==> config.mk <==
export PLATFORM = sky130hd
export DESIGN_NAME = pbd_alt_override
export DESIGN_NICKNAME = d
export VERILOG_FILES = /design/src/pkg/pbd_pkg.sv /design/src/design/pbd_alt_override.sv /design/src/design/pbd_pin_cell.sv
export VERILOG_INCLUDE_DIRS = /design/src /design/src/pkg
export SDC_FILE = /design/constraint.sdc
export NUM_CORES = 1
export LEC_CHECK = 0
export BUFFER_PORTS_ARGS = -buffer_cell sky130_fd_sc_hd__buf_2
export CAP_MARGIN = 20
export CORE_MARGIN = 4
export CORE_UTILIZATION = 41
export CTS_CLUSTER_SIZE = 28
export DETAILED_ROUTE_END_ITERATION = 8
export HOLD_SLACK_MARGIN = 0.08
export PLACE_DENSITY = 0.76
export SLEW_MARGIN = 20
export SYNTH_ARGS = -nofsm -noshare
export SYNTH_HDL_FRONTEND = slang
export SYNTH_SLANG_ARGS = --single-unit
==> constraint.sdc <==
create_clock -name clock -period 0.8 [get_ports clock]
set_input_delay 0.16 -clock clock [delete_from_list [all_inputs] [get_ports clock]]
set_output_delay 0.16 -clock clock [all_outputs]
set_load 0.05 [all_outputs]
==> src/pkg/pbd_params.svh <==
// pin positions and widths for the port b / port d override block
// assumes inclusion by pbd_pkg and the design files only
`ifndef PBD_PARAMS_SVH
`define PBD_PARAMS_SVH
`define PBD_PORTB_W 8
`define PBD_PORTD_W 7
`define PBD_PB_SCLK 7
`define PBD_PB_SDO 6
`define PBD_PB_SDA 5
`define PBD_PB_T1CB 4
`define PBD_PB_T1CA 3
`define PBD_PB_T0CA 2
`define PBD_PD_CAPT 6
`define PBD_PD_T1CK 5
`define PBD_PD_T0CK 4
`define PBD_PD_IRQ1 3
`define PBD_PD_IRQ0 2
`define PBD_PD_TXD 1
`define PBD_PD_RXD 0
`define PBD_RST_BIT 1'b0
`endif

==> src/pkg/pbd_pkg.sv <==
// types shared by the pin cell and the override block
// assumes pbd_params.svh sits beside it on the include path
`include "pbd_params.svh"
package pbd_pkg;
   // registered pad controls of one pin
   typedef struct packed {
      logic pullupEn;
      logic driveEn;
      logic driveVal;
      logic inputEn;
      logic digitalIn;
   } pbd_cell_s;
   // registered inputs routed to the peripherals
   typedef struct packed {
      logic [`PBD_PORTB_W-1:0] pinChangeSource;
      logic                    serialUnitClockPin;
      logic                    serialDataIn;
      logic                    captureTriggerIn;
      logic                    timer1ExtCountClock;
      logic                    timer0ExtCountClock;
      logic                    extIrqOneInput;
      logic                    extIrqZeroInput;
      logic                    usartSyncClockIn;
      logic                    rxDataIn;
   } pbd_route_s;
endpackage : pbd_pkg

==> src/design/pbd_alt_override.sv <==
// alternate-function override logic for port b and port d pins
// assumes port registers, peripherals and pads all run on clock
// Summary of operation
// - timer1 compare-A drives port b bit 3 when enabled; needs direction output.
// - timer0 compare-A drives port b bit 2 when enabled; needs direction output.
// - each port b pin forces input on when masked and pin-change enabled.
// - serial data paths split into master and slave input and output halves.
// - three-wire drives bit 6 with data out; two-wire takes bit 5 if direction.
// - port d bit 6 feeds capture trigger, input forced on when enabled.
// - timer0 compare-B drives port d bit 5 when enabled and output.
// - port d bit 5 clocks timer1 when its select bits 2 and 1 set.
// - port d bit 4 clocks timer0 when its select bits 2 and 1 set.
// - port d bits 6,5,4 force input on while their function is enabled.
// - port d bits 3,2 are external irq inputs, input forced when enabled.
// - port d bit 2 carries usart clock only in synchronous mode.
// - port d bit 2 outputs the system clock when clock output selected; needs direction output.
// - transmitter enabled: bit 1 pull-up off, output, tx data, input off.
// - receiver enabled: bit 0 input to receiver, pull-up from port and disable.
// - pull-up follows override when enabled, else input, port one, no disable.
// - value override replaces port data when driving; toggle inverts port data.
`include "pbd_params.svh"
module pbd_alt_override #(
   parameter int BW = `PBD_PORTB_W,
   parameter int DW = `PBD_PORTD_W
) (
   input  wire logic          clock,
   input  wire logic          resetn,
   input  wire logic          globalPullupDisable,
   input  wire logic          sleepMode,
   input  wire logic [BW-1:0] portB,
   input  wire logic [BW-1:0] directionB,
   input  wire logic [BW-1:0] padInB,
   input  wire logic [DW-1:0] portD,
   input  wire logic [DW-1:0] directionD,
   input  wire logic [DW-1:0] padInD,
   input  wire logic [BW-1:0] pinChangeMask,
   input  wire logic          pinChangeIrqEn,
   input  wire logic          serialUnit2wireMode,
   input  wire logic          serialUnit3wireMode,
   input  wire logic          serialUnitClockStretch,
   input  wire logic          serialUnitStartIrqEn,
   input  wire logic          serialUnitClockToggle,
   input  wire logic          serialDataOut,
   input  wire logic          timer1CompareAEn,
   input  wire logic          timer1CompareAOut,
   input  wire logic          timer1CompareBEn,
   input  wire logic          timer1CompareBOut,
   input  wire logic          timer0CompareAEn,
   input  wire logic          timer0CompareAOut,
   input  wire logic          timer0CompareBEn,
   input  wire logic          timer0CompareBOut,
   input  wire logic          captureEn,
   input  wire logic [1:0]    timer1ClockSelect21,
   input  wire logic [1:0]    timer0ClockSelect21,
   input  wire logic          extIrqOneEn,
   input  wire logic          extIrqZeroEn,
   input  wire logic          usartSyncMode,
   input  wire logic          usartSyncClockOutEn,
   input  wire logic          usartSyncClockOut,
   input  wire logic          sysclkOutputSel,
   input  wire logic          sysclkLevel,
   input  wire logic          txEnable,
   input  wire logic          txData,
   input  wire logic          rxEnable,
   output logic [BW-1:0]      pullupB,
   output logic [BW-1:0]      driveEnB,
   output logic [BW-1:0]      driveValB,
   output logic [BW-1:0]      inputEnB,
   output logic [DW-1:0]      pullupD,
   output logic [DW-1:0]      driveEnD,
   output logic [DW-1:0]      driveValD,
   output logic [DW-1:0]      inputEnD,
   output logic [BW-1:0]      pinChangeSource,
   output logic               serialUnitClockPin,
   output logic               serialDataIn,
   output logic               captureTriggerIn,
   output logic               timer1ExtCountClock,
   output logic               timer0ExtCountClock,
   output logic               extIrqOneInput,
   output logic               extIrqZeroInput,
   output logic               usartSyncClockIn,
   output logic               rxDataIn
);
   import pbd_pkg::*;

   // override terms, one bit per pin
   logic [BW-1:0] bPuoe, bPuov, bDdoe, bDdov, bPvoe, bPvov, bPtoe, bDieoe, bDieov;
   logic [DW-1:0] dPuoe, dPuov, dDdoe, dDdov, dPvoe, dPvov, dPtoe, dDieoe, dDieov;
   logic [BW-1:0] digB;
   logic [DW-1:0] digD;
   logic          t1ClkEn, t0ClkEn, xckInEn;
   pbd_route_s    route_reg;
   pbd_route_s    route_next;

   assign t1ClkEn = &timer1ClockSelect21;
   assign t0ClkEn = &timer0ClockSelect21;
   assign xckInEn = usartSyncMode & ~usartSyncClockOutEn;

   // *************************
   // port b override terms
   // *************************
   always_comb begin
      {bPuoe, bPuov, bDdoe, bDdov, bPvoe, bPvov, bPtoe} = '0;
      // pin-change keeps the input alive even in sleep
      bDieoe = pinChangeMask & {BW{pinChangeIrqEn}};
      bDieov = '1;
      bDieoe[`PBD_PB_SCLK] = bDieoe[`PBD_PB_SCLK] | serialUnitStartIrqEn;
      bDieoe[`PBD_PB_SDA]  = bDieoe[`PBD_PB_SDA] | serialUnitStartIrqEn;
      // two-wire pins only ever pull low: value forced zero, driver gated
      bDdoe[`PBD_PB_SCLK] = serialUnit2wireMode;
      bDdov[`PBD_PB_SCLK] = (serialUnitClockStretch | ~portB[`PBD_PB_SCLK])
                          & directionB[`PBD_PB_SCLK];
      bPvoe[`PBD_PB_SCLK] = serialUnit2wireMode & directionB[`PBD_PB_SCLK];
      bPtoe[`PBD_PB_SCLK] = serialUnitClockToggle;
      bDdoe[`PBD_PB_SDA] = serialUnit2wireMode;
      bDdov[`PBD_PB_SDA] = ~portB[`PBD_PB_SDA] & directionB[`PBD_PB_SDA];
      bPvoe[`PBD_PB_SDA] = serialUnit2wireMode & directionB[`PBD_PB_SDA];
      // data out is the master-out / slave-out half of the serial pair
      bPvoe[`PBD_PB_SDO] = serialUnit3wireMode;
      bPvov[`PBD_PB_SDO] = serialDataOut;
      bPvoe[`PBD_PB_T1CB] = timer1CompareBEn;
      bPvov[`PBD_PB_T1CB] = timer1CompareBOut;
      bPvoe[`PBD_PB_T1CA] = timer1CompareAEn;
      bPvov[`PBD_PB_T1CA] = timer1CompareAOut;
      bPvoe[`PBD_PB_T0CA] = timer0CompareAEn;
      bPvov[`PBD_PB_T0CA] = timer0CompareAOut;
      // bits 1 and 0 have no override beyond the pin-change input enable; analog use is left to software
   end

   // *************************
   // port d override terms
   // *************************
   always_comb begin
      {dPuoe, dPuov, dDdoe, dDdov, dPvoe, dPvov, dPtoe, dDieoe} = '0;
      dDieov = '1;
      dDieoe[`PBD_PD_CAPT] = captureEn;
      dDieoe[`PBD_PD_T1CK] = t1ClkEn;
      dDieoe[`PBD_PD_T0CK] = t0ClkEn;
      dDieoe[`PBD_PD_IRQ1] = extIrqOneEn;
      dDieoe[`PBD_PD_IRQ0] = extIrqZeroEn | xckInEn;
      dPvoe[`PBD_PD_T1CK] = timer0CompareBEn;
      dPvov[`PBD_PD_T1CK] = timer0CompareBOut;
      // clock output wins over the usart clock: a stray tap must not glitch it
      if (sysclkOutputSel) begin
         dPvoe[`PBD_PD_IRQ0] = 1'b1;
         dPvov[`PBD_PD_IRQ0] = sysclkLevel;
      end else begin
         dPvoe[`PBD_PD_IRQ0] = usartSyncMode & usartSyncClockOutEn;
         dPvov[`PBD_PD_IRQ0] = usartSyncClockOut;
      end
      dPuoe[`PBD_PD_TXD] = txEnable;
      dDdoe[`PBD_PD_TXD] = txEnable;
      dDdov[`PBD_PD_TXD] = 1'b1;
      dPvoe[`PBD_PD_TXD] = txEnable;
      dPvov[`PBD_PD_TXD] = txData;
      dDieoe[`PBD_PD_TXD] = txEnable;
      dDieov[`PBD_PD_TXD] = 1'b0;
      dPuoe[`PBD_PD_RXD] = rxEnable;
      dPuov[`PBD_PD_RXD] = portD[`PBD_PD_RXD] & ~globalPullupDisable;
      dDdoe[`PBD_PD_RXD] = rxEnable;
   end

   // *************************
   // pin cells
   // *************************
   genvar gi;
   generate
      for (gi = 0; gi < BW; gi++) begin : g_portb
         pbd_pin_cell u_cell (
            .clock(clock), .resetn(resetn), .direction(directionB[gi]),
            .portBit(portB[gi]), .globalPullupDisable(globalPullupDisable),
            .sleepMode(sleepMode), .padIn(padInB[gi]),
            .pullupOverrideEn(bPuoe[gi]), .pullupOverrideVal(bPuov[gi]),
            .directionOverrideEn(bDdoe[gi]), .directionOverrideVal(bDdov[gi]),
            .valueOverrideEn(bPvoe[gi]), .valueOverrideVal(bPvov[gi]),
            .toggleOverrideEn(bPtoe[gi]), .inputEnableOverrideEn(bDieoe[gi]),
            .inputEnableOverrideVal(bDieov[gi]), .pullupEn(pullupB[gi]),
            .driveEn(driveEnB[gi]), .driveVal(driveValB[gi]),
            .inputEn(inputEnB[gi]), .digitalIn(digB[gi]));
      end
      for (gi = 0; gi < DW; gi++) begin : g_portd
         pbd_pin_cell u_cell (
            .clock(clock), .resetn(resetn), .direction(directionD[gi]),
            .portBit(portD[gi]), .globalPullupDisable(globalPullupDisable),
            .sleepMode(sleepMode), .padIn(padInD[gi]),
            .pullupOverrideEn(dPuoe[gi]), .pullupOverrideVal(dPuov[gi]),
            .directionOverrideEn(dDdoe[gi]), .directionOverrideVal(dDdov[gi]),
            .valueOverrideEn(dPvoe[gi]), .valueOverrideVal(dPvov[gi]),
            .toggleOverrideEn(dPtoe[gi]), .inputEnableOverrideEn(dDieoe[gi]),
            .inputEnableOverrideVal(dDieov[gi]), .pullupEn(pullupD[gi]),
            .driveEn(driveEnD[gi]), .driveVal(driveValD[gi]),
            .inputEn(inputEnD[gi]), .digitalIn(digD[gi]));
      end
   endgenerate

   // *************************
   // inputs routed to peripherals
   // *************************
   always_comb begin
      route_next = route_reg;
      route_next.pinChangeSource     = digB;
      route_next.serialUnitClockPin  = digB[`PBD_PB_SCLK];
      // slave-in / master-in half of the serial pair
      route_next.serialDataIn        = digB[`PBD_PB_SDA];
      route_next.captureTriggerIn    = digD[`PBD_PD_CAPT] & captureEn;
      route_next.timer1ExtCountClock = digD[`PBD_PD_T1CK] & t1ClkEn;
      route_next.timer0ExtCountClock = digD[`PBD_PD_T0CK] & t0ClkEn;
      route_next.extIrqOneInput      = digD[`PBD_PD_IRQ1];
      route_next.extIrqZeroInput     = digD[`PBD_PD_IRQ0];
      route_next.usartSyncClockIn    = digD[`PBD_PD_IRQ0] & xckInEn;
      route_next.rxDataIn            = digD[`PBD_PD_RXD] & rxEnable;
   end

   always_ff @(posedge clock or negedge resetn) begin
      if (!resetn) begin
         route_reg <= '0;
      end else begin
         route_reg <= route_next;
      end
   end

   // field order matches the route struct
   assign {pinChangeSource, serialUnitClockPin, serialDataIn, captureTriggerIn,
           timer1ExtCountClock, timer0ExtCountClock, extIrqOneInput, extIrqZeroInput,
           usartSyncClockIn, rxDataIn} = route_reg;

   // *************************
   // checks
   // *************************
   property p_t1a;
      @(posedge clock) disable iff (!resetn)
      timer1CompareAEn && directionB[3]
      |=> driveEnB[3] && driveValB[3] == $past(timer1CompareAOut);
   endproperty
   a_t1a: assert property (p_t1a)
      else $error("timer1 compare-A not on port b bit 3");
   property p_t0a;
      @(posedge clock) disable iff (!resetn)
      timer0CompareAEn
      |=> driveValB[2] == $past(timer0CompareAOut) && driveEnB[2] == $past(directionB[2]);
   endproperty
   a_t0a: assert property (p_t0a)
      else $error("timer0 compare-A not on port b bit 2");
   property p_pin_change_source;
      @(posedge clock) disable iff (!resetn)
      pinChangeIrqEn && pinChangeMask[0]
      |=> inputEnB[0] ##1 pinChangeSource[0] == $past(padInB[0], 2);
   endproperty
   a_pin_change_source: assert property (p_pin_change_source)
      else $error("pin-change input not forced on");
   property p_threewire;
      @(posedge clock) disable iff (!resetn)
      serialUnit3wireMode |=> driveValB[6] == $past(serialDataOut);
   endproperty
   a_threewire: assert property (p_threewire)
      else $error("data out not on port b bit 6");
   property p_capture;
      @(posedge clock) disable iff (!resetn)
      captureEn |=> inputEnD[6];
   endproperty
   a_capture: assert property (p_capture)
      else $error("capture input not forced on");
   property p_t0b;
      @(posedge clock) disable iff (!resetn)
      timer0CompareBEn |=> driveValD[5] == $past(timer0CompareBOut);
   endproperty
   a_t0b: assert property (p_t0b)
      else $error("timer0 compare-B not on port d bit 5");
   property p_t0clk;
      @(posedge clock) disable iff (!resetn)
      !(&timer0ClockSelect21) |=> !timer0ExtCountClock;
   endproperty
   a_t0clk: assert property (p_t0clk)
      else $error("timer0 external clock leaks while not selected");
   property p_tx;
      @(posedge clock) disable iff (!resetn)
      txEnable |=> driveEnD[1] && !pullupD[1] && !inputEnD[1] && driveValD[1] == $past(txData);
   endproperty
   a_tx: assert property (p_tx)
      else $error("transmitter pin not taken over");
   property p_rx;
      @(posedge clock) disable iff (!resetn)
      rxEnable |=> !driveEnD[0] && pullupD[0] == ($past(portD[0]) && !$past(globalPullupDisable));
   endproperty
   a_rx: assert property (p_rx)
      else $error("receiver pin not forced to input");
   property p_twolow;
      @(posedge clock) disable iff (!resetn)
      serialUnit2wireMode && directionB[5] |=> !driveValB[5];
   endproperty
   a_twolow: assert property (p_twolow)
      else $error("two-wire data pin driven high");
   property p_sysclk_output;
      @(posedge clock) disable iff (!resetn)
      sysclkOutputSel |=> driveValD[2] == $past(sysclkLevel);
   endproperty
   a_sysclk_output: assert property (p_sysclk_output)
      else $error("clock output not on port d bit 2");

   c_tx: cover property (@(posedge clock) disable iff (!resetn) txEnable ##1 driveEnD[1]);
   c_twowire: cover property (@(posedge clock) disable iff (!resetn)
      serialUnit2wireMode && serialUnitClockStretch ##1 driveEnB[7]);
   c_xck: cover property (@(posedge clock) disable iff (!resetn) usartSyncClockIn);
   c_pin_change_source: cover property (@(posedge clock) disable iff (!resetn) sleepMode && inputEnB[3]);
endmodule : pbd_alt_override

==> src/design/pbd_pin_cell.sv <==
// generic override cell for one port pin, outputs registered
// assumes synchronous pad input and override terms from the parent
module pbd_pin_cell (
   input  wire logic clock,
   input  wire logic resetn,
   input  wire logic direction,
   input  wire logic portBit,
   input  wire logic globalPullupDisable,
   input  wire logic sleepMode,
   input  wire logic padIn,
   input  wire logic pullupOverrideEn,
   input  wire logic pullupOverrideVal,
   input  wire logic directionOverrideEn,
   input  wire logic directionOverrideVal,
   input  wire logic valueOverrideEn,
   input  wire logic valueOverrideVal,
   input  wire logic toggleOverrideEn,
   input  wire logic inputEnableOverrideEn,
   input  wire logic inputEnableOverrideVal,
   output logic      pullupEn,
   output logic      driveEn,
   output logic      driveVal,
   output logic      inputEn,
   output logic      digitalIn
);
   import pbd_pkg::*;
   pbd_cell_s state_reg;
   pbd_cell_s state_next;

   // *************************
   // override resolution
   // *************************
   always_comb begin
      state_next = state_reg;
      // pull-up only when input, port bit one and pull-ups allowed
      state_next.pullupEn = pullupOverrideEn ? pullupOverrideVal
                          : (~direction & portBit & ~globalPullupDisable);
      state_next.driveEn = directionOverrideEn ? directionOverrideVal : direction;
      // toggle inverts the port bit, value override replaces it
      state_next.driveVal = valueOverrideEn ? valueOverrideVal
                          : (portBit ^ toggleOverrideEn);
      // input buffer follows sleep state unless a function forces it
      state_next.inputEn = inputEnableOverrideEn ? inputEnableOverrideVal : ~sleepMode;
      state_next.digitalIn = padIn & state_next.inputEn;
   end

   // *************************
   // state register
   // *************************
   always_ff @(posedge clock or negedge resetn) begin
      if (!resetn) begin
         state_reg <= '0;
      end else begin
         state_reg <= state_next;
      end
   end

   assign pullupEn  = state_reg.pullupEn;
   assign driveEn   = state_reg.driveEn;
   assign driveVal  = state_reg.driveVal;
   assign inputEn   = state_reg.inputEn;
   assign digitalIn = state_reg.digitalIn;

   property p_pullup_override;
      @(posedge clock) disable iff (!resetn)
      pullupOverrideEn |=> pullupEn == $past(pullupOverrideVal);
   endproperty
   a_pullup_override: assert property (p_pullup_override)
      else $error("pull-up ignores its override");

   property p_value_override;
      @(posedge clock) disable iff (!resetn)
      valueOverrideEn |=> driveVal == $past(valueOverrideVal);
   endproperty
   a_value_override: assert property (p_value_override)
      else $error("drive value ignores its override");
endmodule : pbd_pin_cell

# [Word level (Yosys, flattened, before mapping)]
# Cells that the tools add are included.
[classes] mux=31 bitwise_logic=82 reduce_logical=2
[ops] op="1-bit bitwise AND" count=56
[ops] op="1-bit 2-to-1 mux" count=31
[ops] op="1-bit NOT" count=20
[ops] op="8-bit bitwise AND" count=1
[ops] op="1-bit OR" count=4
[ops] op="2-bit AND reduction" count=2
[ops] op="1-bit bitwise XOR" count=1
[totals] register_bits=91 inputBits=87 wordCells=199

# [Depth between registers and ports, before layout]
# Gate-level depths: netlist (run 1).
[depth] ltp_word=5 mapped_depth=3 ltp_nobuf=2

# [Modules after synthesis]
# A second synthesis (run 1) with hierarchy kept.
[unflattened] hier_cells=284 hier_area_um2=3549.7
[modules_own_cells] mod="pbd_pin_cell" instances=15 cells_per_inst=16 area_each_um2=198.9 seq_area_each_um2=125.1
[modules_own_cells] mod="pbd_alt_override" instances=1 cells_per_inst=44 area_each_um2=565.5 seq_area_each_um2=375.4

# [Worst setup path before layout (run 1)]
# OpenSTA, ideal clock, no wires.
[synth_timing] kind="register to output" start="reg route_reg, in the netlist pinChangeSource[5]" end="out pinChangeSource[5]" arrival_time_ns=0.886 required_ns=0.640 setup_slack_ns=-0.246 stages_incl_launch_ff=2 path_buffers=1 cell_sequence="dfrtp_1 buf_4"
[synth_lines] item="start: declaration" line_no="pbd_alt_override.sv:92" rtl="pbd_route_s route_reg;"
[synth_lines] item="start signal: assignment" line_no="pbd_alt_override.sv:218" rtl="route_reg <= route_next;"
[synth_lines] item="end: declaration" line_no="pbd_alt_override.sv:73" rtl="output logic [BW-1:0] pinChangeSource,"
# No word-level cell between the ends.

==> results by group, run 1 <==
Power and ir drop
  • Total power consumption of the routed design: 9.801 mW
  • Cell leakage power: 2.473 nW
  • Largest vdd supply drop: about 1.2 mV
  • PD cells: 1938 nW/um^2

Timing
  • # setup viols final: 86
  • Final hold violation count: 0
  • Post-Route Skew: 0.007245 ns
  • Final worst setup slack: -0.2951 ns
  • Setup TNS: -18.95 ns
  • Share of the cycle needed by the critical path after routing: 136.9%
  • Transition time at the pin with the least slew margin: ~0.37 ns
  • Relative max-transition margin: 75.48%
  • Max Clock Freq: around 910 MHz
  • Clock period minus final worst setup slack: 1.095 ns
  • Final number of max-transition violations: 0
  • Worst Hold Margin: 0.03419 ns
  • Unrepaired setup endpoints after global routing: true

Worst setup path
  • Endpoint class of the critical path: output port
  • Cell breakdown of the critical path: buf_6
  • Source of the worst register-to-register timing path: g_portd[5].u_cell.digitalIn
  • Setup CP Type: reg2out
  • Arrival time at the worst endpoint: 0.94 ns
  • Setup slack of the worst register-to-register path: 0.14 ns
  • Critical path fanouts, max: 2
  • R2r worst-path depth: 1
  • Critical Path Source Type: register
  • Largest stage delay, worst path: 0.44 ns
  • CP top delay family: flip-flops
  • Slowest CP cell: sky130_fd_sc_hd__dfrtp_2
  • Buffers & Inverters on Critical Path: 1
  • Reg2Reg Capture Point: timer1ExtCountClock
  • Critical Path RT: between 0.6 and 0.7 ns

Detailed routing
  • Count of nets left with antenna violations after detail routing: 0
  • DRC Markers: 0
  • Routed length per instance: 15.50 microns
  • DR pass1 iterations: 4
  • Via density: 4.392
  • First DRT Iteration DRCs: 24
  • Total number of vias: around 2300
  • Final wirelength: 7953 microns

Global route
  • GRT met1 Usage: a little under a fifth
  • Total routing resource utilization after global routing: 17.85%
  • Congestion Overflow GR: 0
  • Antenna violations before repair: 0
  • Met3 usage in global routing: 5.335%
  • Number of global-route vias before repair: 2630
  • Largest net degree at the start of global routing: 38
  • Global-route wire length before repair: 13140 microns
  • Met2 routing resource usage after global routing: about a third
  • Most used routing layer in global routing: met2

Status
  • Violations in the final reports: negative setup slack
  • Status: finished, violations left

Layout
  • Area overhead of the layout relative to synthesis: 56.32%
  • Number of fill cells: 545
  • Sequential cell area: 2230 sq um
  • Number of nets in the layout: roughly 500
  • Most frequent standard cell in the layout excluding fill and tap cells: sky130_fd_sc_hd__dfrtp_1
  • Multi-input gate area in the final layout: 548.0 sq um
  • Fraction of the core area covered by cells at the end of the flow: 65.77%
  • Leading cell types in the layout, fill and taps excluded: sky130_fd_sc_hd__dfrtp_1 (87), sky130_fd_sc_hd__buf_2 (83), sky130_fd_sc_hd__buf_6 (77), sky130_fd_sc_hd__dlygate4sd3_1 (60), sky130_fd_sc_hd__nand2_1 (21)
  • Diodes inserted: 0
  • Fraction of final layout cells with drive strength greater than 1: 48.66%

Yosys
  • Mapped Avg Cell Area: 13.82 sq um
  • Synthesis-stage register bit count: 89
  • Yosys warning count: 0
  • Leading post-synthesis cells by cell area: sky130_fd_sc_hd__dfrtp_1 (69%), sky130_fd_sc_hd__buf_4 (15%), sky130_fd_sc_hd__nor3b_1 (3.5%)
  • Library cell with the largest summed area after synthesis: sky130_fd_sc_hd__dfrtp_1
  • Number of instances in the synthesized netlist: 234
  • Synth top area share: 68.86%
  • Syn nets: 321
  • Synthesized area: 3234 sq um
  • Number of different library cells in the post-synthesis netlist: 21
  • Proportion of synthesized chip area in sequential cells: 68.86%

Floorplanning
  • Area of the core: 7687 sq um
  • Vert. Die Dim: about 97 microns
  • # rows: 32
  • I/O pin total: 164
  • Overall die width: between 90 and 100 microns
  • Initial Utilization: 42.07%
  • Overall die area: roughly 9400 sq um

Clocking
  • Cell at the root of the clock tree: sky130_fd_sc_hd__clkbuf_8
  • Number of buffers created by CTS: 9
  • H-tree level count: 3
  • Clock edge transition at the registers on the reported setup and hold paths: 0.08 ns
  • Latest clock arrival within the worst-skew pair: roughly 0.34 ns
  • Setup repair bufs after CTS: 0
  • Number of sinks handled by clock tree synthesis: 89
  • Clock tree from TritonCTS: yes
  • Worst-case clock buffer depth: 2

Placed design
  • RePlAce Congestion: 0.7411
  • Hpwl dp: 4850 microns
  • Dpl ws: -0.04770 ns
  • IO buf count: 162

Flow run
  • Max Cap Violations: 0

Hold path
  • Path category of the worst min-delay check: in2reg
  • Sink of the worst hold path: g_portd[2].u_cell.inputEn
  • Startpoint of the lowest-slack hold path: extIrqZeroEn
  • Hold Crit Depth: 2
-- report_power, final --
group / total (mW) / leakage (nW) / switching, mW / internal (mW)
registers: 4.87 / 1.08 / 0.120 / 4.75
logic: 2.11 / 1.31 / 1.21 / 0.898
clock network: 2.82 / 0.0855 / 1.58 / 1.24
-- cells in the mapped netlist --
| library cell | instances |
|---|---|
| sky130_fd_sc_hd__nand2b_1 | 3 |
| sky130_fd_sc_hd__buf_4 | 63 |
| sky130_fd_sc_hd__inv_2 | 1 |
| sky130_fd_sc_hd__a21oi_1 | 1 |
| sky130_fd_sc_hd__and2b_4 | 1 |
| sky130_fd_sc_hd__or2_2 | 1 |
| sky130_fd_sc_hd__nor3b_1 | 15 |
| sky130_fd_sc_hd__xnor2_1 | 1 |
| sky130_fd_sc_hd__and2_1 | 5 |
| sky130_fd_sc_hd__nand2_1 | 21 |
| sky130_fd_sc_hd__a21boi_0 | 13 |
| sky130_fd_sc_hd__mux2_2 | 6 |
| sky130_fd_sc_hd__buf_6 | 1 |
| sky130_fd_sc_hd__dfrtp_1 | 89 |
| sky130_fd_sc_hd__and3_1 | 3 |
| sky130_fd_sc_hd__buf_2 | 2 |
| sky130_fd_sc_hd__o31a_1 | 2 |
| sky130_fd_sc_hd__nor2b_1 | 3 |
| sky130_fd_sc_hd__nor2_1 | 1 |
| sky130_fd_sc_hd__or3_1 | 1 |
| sky130_fd_sc_hd__o21a_1 | 1 |
-- logic make-up (layout without fill, tap and decap cells) --
| group | count (synthesis) | after routing | synth area share (%) |
|---|---|---|---|
| compound gates | 17 | 17 | 3.946 |
| xor+xnor | 1 | 1 | 0.2708 |
| buf+inv | 67 | 244 | 15.40 |
| flops | 89 | 89 | 68.86 |
| mux | 6 | 6 | 2.089 |
| simple gates | 54 | 54 | 9.440 |
-- per-layer routing --
layer  routed length, microns  vias up
li1                         -     1036
met1                     2834     1094
met2                     4409      108
met3                      550       15
met4                      159        0
met5                        0        -
-- worst max-delay path by stage --
| stage | endpoint | cells past startpoint | from |
|---|---|---|---|
| 2_1_floorplan | pinChangeSource[5] | 1 | pinChangeSource[5] |
| 3_3_place_gp | g_portd[2].u_cell.inputEn | 3 | usartSyncMode |
| 3_5_place_dp | g_portd[2].u_cell.inputEn | 3 | sleepMode |
| 4_1_cts | pinChangeSource[5] | 1 | pinChangeSource[5] |
| 5_1_grt | pinChangeSource[5] | 1 | pinChangeSource[5] |
| 6_report | serialUnitClockPin | 1 | pinChangeSource[7] |
-- repair_timing --
action                                  CTS  global route
gates resized for setup                 154            15
pin swaps                                 0             2
hold buffers                             63             6
endpoints found under the hold margin   166            19
endpoints found under the setup margin   77            98
cloned                                    0             0
-- cell type report --
| type | count | area share (%) |
|---|---|---|
| timing repair buffer | 227 | 38.78 |
| sequential | 89 | 44.10 |
| inverter | 1 | 0.07424 |
| multi-input combinational | 78 | 10.84 |
| clock buffer | 10 | 2.722 |
| tap | 102 | 2.524 |
| clock inverter | 6 | 0.9651 |
-- registers in the layout, summed over array words and instances (netlist names), 6 cells and up --
name,flops
g_portb.u_cell.digitalIn,8
g_portb.u_cell.driveEn,8
g_portb.u_cell.driveVal,8
g_portb.u_cell.inputEn,8
g_portb.u_cell.pullupEn,8
g_portd.u_cell.digitalIn,6
g_portd.u_cell.driveEn,7
g_portd.u_cell.driveVal,7
g_portd.u_cell.inputEn,7
g_portd.u_cell.pullupEn,7
pinChangeSource,8
-- per-stage QoR --
step / cell area [sq um] / std cells
floorplan: 3252 / 234
global placement: 3746 / 437
detailed placement: 3746 / 437
CTS: 5045 / 516
global route: 5056 / 513
finish: 5056 / 513
Power figures use the tool's default switching activity.
==> inputs of run 2 (changes only) <==
--- a/config.mk
+++ b/config.mk
@@ -14,6 +14,7 @@
 export DETAILED_ROUTE_END_ITERATION = 8
 export HOLD_SLACK_MARGIN = 0.08
 export PLACE_DENSITY = 0.76
+export SETUP_SLACK_MARGIN = 0.15
 export SLEW_MARGIN = 20
 export SYNTH_ARGS = -nofsm -noshare
 export SYNTH_HDL_FRONTEND = slang
==> constraint.sdc (replaced) <==
create_clock -name clock -period 1 [get_ports clock]
set_input_delay 0.2 -clock clock [delete_from_list [all_inputs] [get_ports clock]]
set_output_delay 0.2 -clock clock [all_outputs]
set_load 0.05 [all_outputs]
==> run 2 against run 1 <==
Against the previous run: the run still ends with negative setup slack left; final area is 1.1% lower; setup slack better by 0.16 ns; clock power is 11% lower; non-clock buffer count is 8 lower; highest routed layer unchanged.
==> results by group, run 2 (same netlist as run 1, synthesis figures left out) <==
Status
  • Status: finished, violations left
  • Violations in the final reports: negative setup slack

Floorplanning
  • Vert. Die Dim: 96.82 microns (unchanged)
  • I/O pin total: 164 (unchanged)
  • Area of the core: 7687 sq um (unchanged)
  • Overall die area: 9374 sq um (unchanged)
  • Initial Utilization: 42.07% (unchanged)
  • # rows: 32 (unchanged)
  • Overall die width: 96.82 microns (unchanged)

Timing
  • Clock period minus final worst setup slack: approximately 1.1 ns
  • Transition time at the pin with the least slew margin: 0.3553 ns (-0.01239 ns)
  • Final number of max-transition violations: 0 (unchanged)
  • Final hold violation count: 0 (unchanged)
  • Final worst setup slack: -0.1343 ns (+0.1608 ns)
  • Unrepaired setup endpoints after global routing: true
  • Post-Route Skew: 0.005763 ns (-0.001482 ns)
  • Setup TNS: -6.093 ns (+12.86 ns)
  • Relative max-transition margin: 76.31% (+0.83 points)
  • Max Clock Freq: between 800 and 900 MHz
  • # setup viols final: 77 (-10%)
  • Worst Hold Margin: 0.05871 ns (+0.02452 ns)
  • Share of the cycle needed by the critical path after routing: 113.4%

Layout
  • Number of fill cells: 552 (+1.3%)
  • Fraction of final layout cells with drive strength greater than 1: 48.64% (about the same)
  • Multi-input gate area in the final layout: 529.3 sq um (-3.4%)
  • Number of nets in the layout: 485 (-1.6%)
  • Final cell count without fillers: 505 (-1.6%)
  • Leading cell types in the layout, fill and taps excluded: sky130_fd_sc_hd__dfrtp_1 (87), sky130_fd_sc_hd__buf_2 (83), sky130_fd_sc_hd__buf_6 (78), sky130_fd_sc_hd__dlygate4sd3_1 (51), sky130_fd_sc_hd__nand2_1 (21)
  • Most frequent standard cell in the layout excluding fill and tap cells: sky130_fd_sc_hd__dfrtp_1
  • Post-layout instance area: 4999 sq um (-1.1%)
  • Fraction of the core area covered by cells at the end of the flow: 65.02% (-0.75 points)
  • Sequential cell area: 2230 sq um (unchanged)
  • Diodes inserted: 0 (unchanged)
  • Area overhead of the layout relative to synthesis: 54.55%

Hold path
  • Startpoint of the lowest-slack hold path: directionD[1]
  • Hold Crit Depth: 2 (unchanged)
  • Sink of the worst hold path: g_portd[1].u_cell.driveEn
  • Path category of the worst min-delay check: in2reg

Worst setup path
  • Setup slack of the worst register-to-register path: 0.36 ns (+0.22 ns)
  • Setup CP Type: reg2out
  • Critical Path RT: 0.80 ns (+0.16 ns)
  • Critical path fanouts, max: 2 (unchanged)
  • Reg2Reg Capture Point: timer1ExtCountClock
  • Arrival time at the worst endpoint: 0.93 ns (about the same)
  • Critical Path Stages: 1 (unchanged)
  • CP top delay family: flip-flops
  • Endpoint class of the critical path: output port
  • Cell breakdown of the critical path: buf_6
  • Buffers & Inverters on Critical Path: 1 (unchanged)
  • Source of the worst register-to-register timing path: g_portd[5].u_cell.digitalIn
  • Largest stage delay, worst path: 0.44 ns (about the same)
  • Slowest CP cell: sky130_fd_sc_hd__dfrtp_2
  • Critical Path Source Type: register
  • R2r worst-path depth: 1 (unchanged)

Clocking
  • Cell at the root of the clock tree: sky130_fd_sc_hd__clkbuf_8
  • Number of buffers created by CTS: 9 (unchanged)
  • # hold bufs at CTS: 55 (-13%)
  • Latest clock arrival within the worst-skew pair: 0.34 ns (about the same)
  • H-tree level count: 3 (unchanged)
  • Number of sinks handled by clock tree synthesis: 89 (unchanged)
  • Worst-case clock buffer depth: 2 (unchanged)
  • Clock tree from TritonCTS: yes
  • Clock edge transition at the registers on the reported setup and hold paths: 0.09 ns (about the same)

Detailed routing
  • DRC Markers: 0 (unchanged)
  • Total number of vias: 2194 (-2.6%)
  • Count of nets left with antenna violations after detail routing: 0 (unchanged)
  • Via density: 4.345 (-1.1%)
  • First DRT Iteration DRCs: 22 (-8.3%)
  • DR pass1 iterations: 4 (unchanged)
  • Final wirelength: 7355 microns (-7.5%)
  • Routed length per instance: 14.56 microns (-6.1%)

Global route
  • Number of global-route vias before repair: 2494 (-5.2%)
  • Global-route wire length before repair: 11920 microns (-9.3%)
  • Total routing resource utilization after global routing: 16.22% (-1.6 points)
  • Antenna violations before repair: 0 (unchanged)
  • Congestion Overflow GR: 0 (unchanged)
  • Largest net degree at the start of global routing: 48 (+26%)

Placed design
  • Hpwl dp: 4759 microns (-1.9%)
  • Dpl ws: 0.1097 ns (+0.1574 ns)
  • RePlAce Congestion: 0.7589 (+2.4%)
  • IO buf count: 162 (unchanged)
  • Cell area after placement: 3731 sq um (-0.40%)
  • Number of placed instances, taps included: 435 (-0.46%)

Flow run
  • Max Cap Violations: 0 (unchanged)

Power and ir drop
  • PD cells: 1611 nW/um^2 (-17%)
  • Cell leakage power: 2.469 nW (-0.16%)
  • Largest vdd supply drop: 0.9043 mV (-28%)
  • Total power consumption of the routed design: 8.055 mW (-18%)
-- run 2: cell count changes in the layout (fill, tap and decap cells not counted), moves of 3 or more --
| cell | previous run | this run |
|---|---|---|
| sky130_fd_sc_hd__dlymetal6s4s_1 | 0 | 3 |
| sky130_fd_sc_hd__a21boi_0 | 7 | 11 |
| sky130_fd_sc_hd__dlygate4sd3_1 | 60 | 51 |
| sky130_fd_sc_hd__a21boi_1 | 6 | 2 |
| sky130_fd_sc_hd__buf_4 | 5 | 2 |
-- run 2: area by class of cell --
cell class / count / share of cell area [%]
well taps: 102 / 2.553
repair buffers: 219 / 37.95
clock inverters: 6 / 1.477
multi-input cells: 78 / 10.59
flip-flops and latches: 89 / 44.61
inverters: 1 / 0.07509
clock buffers: 10 / 2.753
-- run 2: power breakdown --
part	leakage, nW	internal (mW)	switching (mW)
clock	0.101	1.25	1.27
sequential	1.08	3.80	0.0917
combinational	1.29	0.695	0.952
total	2.47	5.74	2.31
-- run 2: per-layer routing --
metal  GRT usage, %  part of all wire (%)  vias to the layer above
met5              0                     0                        -
met3          5.984                   8.0                       12
met4          6.263                   1.5                        0
met1          16.22                    35                     1057
li1               -                     -                     1023
met2          30.20                    56                      102
-- run 2: worst max path at each step --
stage	start	end	slack, ns
6_report	pinChangeSource[7]	pinChangeSource[7]	-0.13
2_1_floorplan	pinChangeSource[5]	pinChangeSource[5]	0.10
3_5_place_dp	txEnable	g_portd[1].u_cell.pullupEn	0.11
4_1_cts	pinChangeSource[7]	pinChangeSource[7]	-0.16
5_1_grt	pinChangeSource[7]	pinChangeSource[7]	-0.18
3_3_place_gp	sleepMode	g_portd[2].u_cell.inputEn	0.13
-- run 2: repair_timing --
action | 4_1_cts | 5_1_grt
buffers inserted | 0 | 0
setup endpoints to repair | 77 | 86
gates resized for setup | 154 | 10
endpoints found under the hold margin | 158 | 4
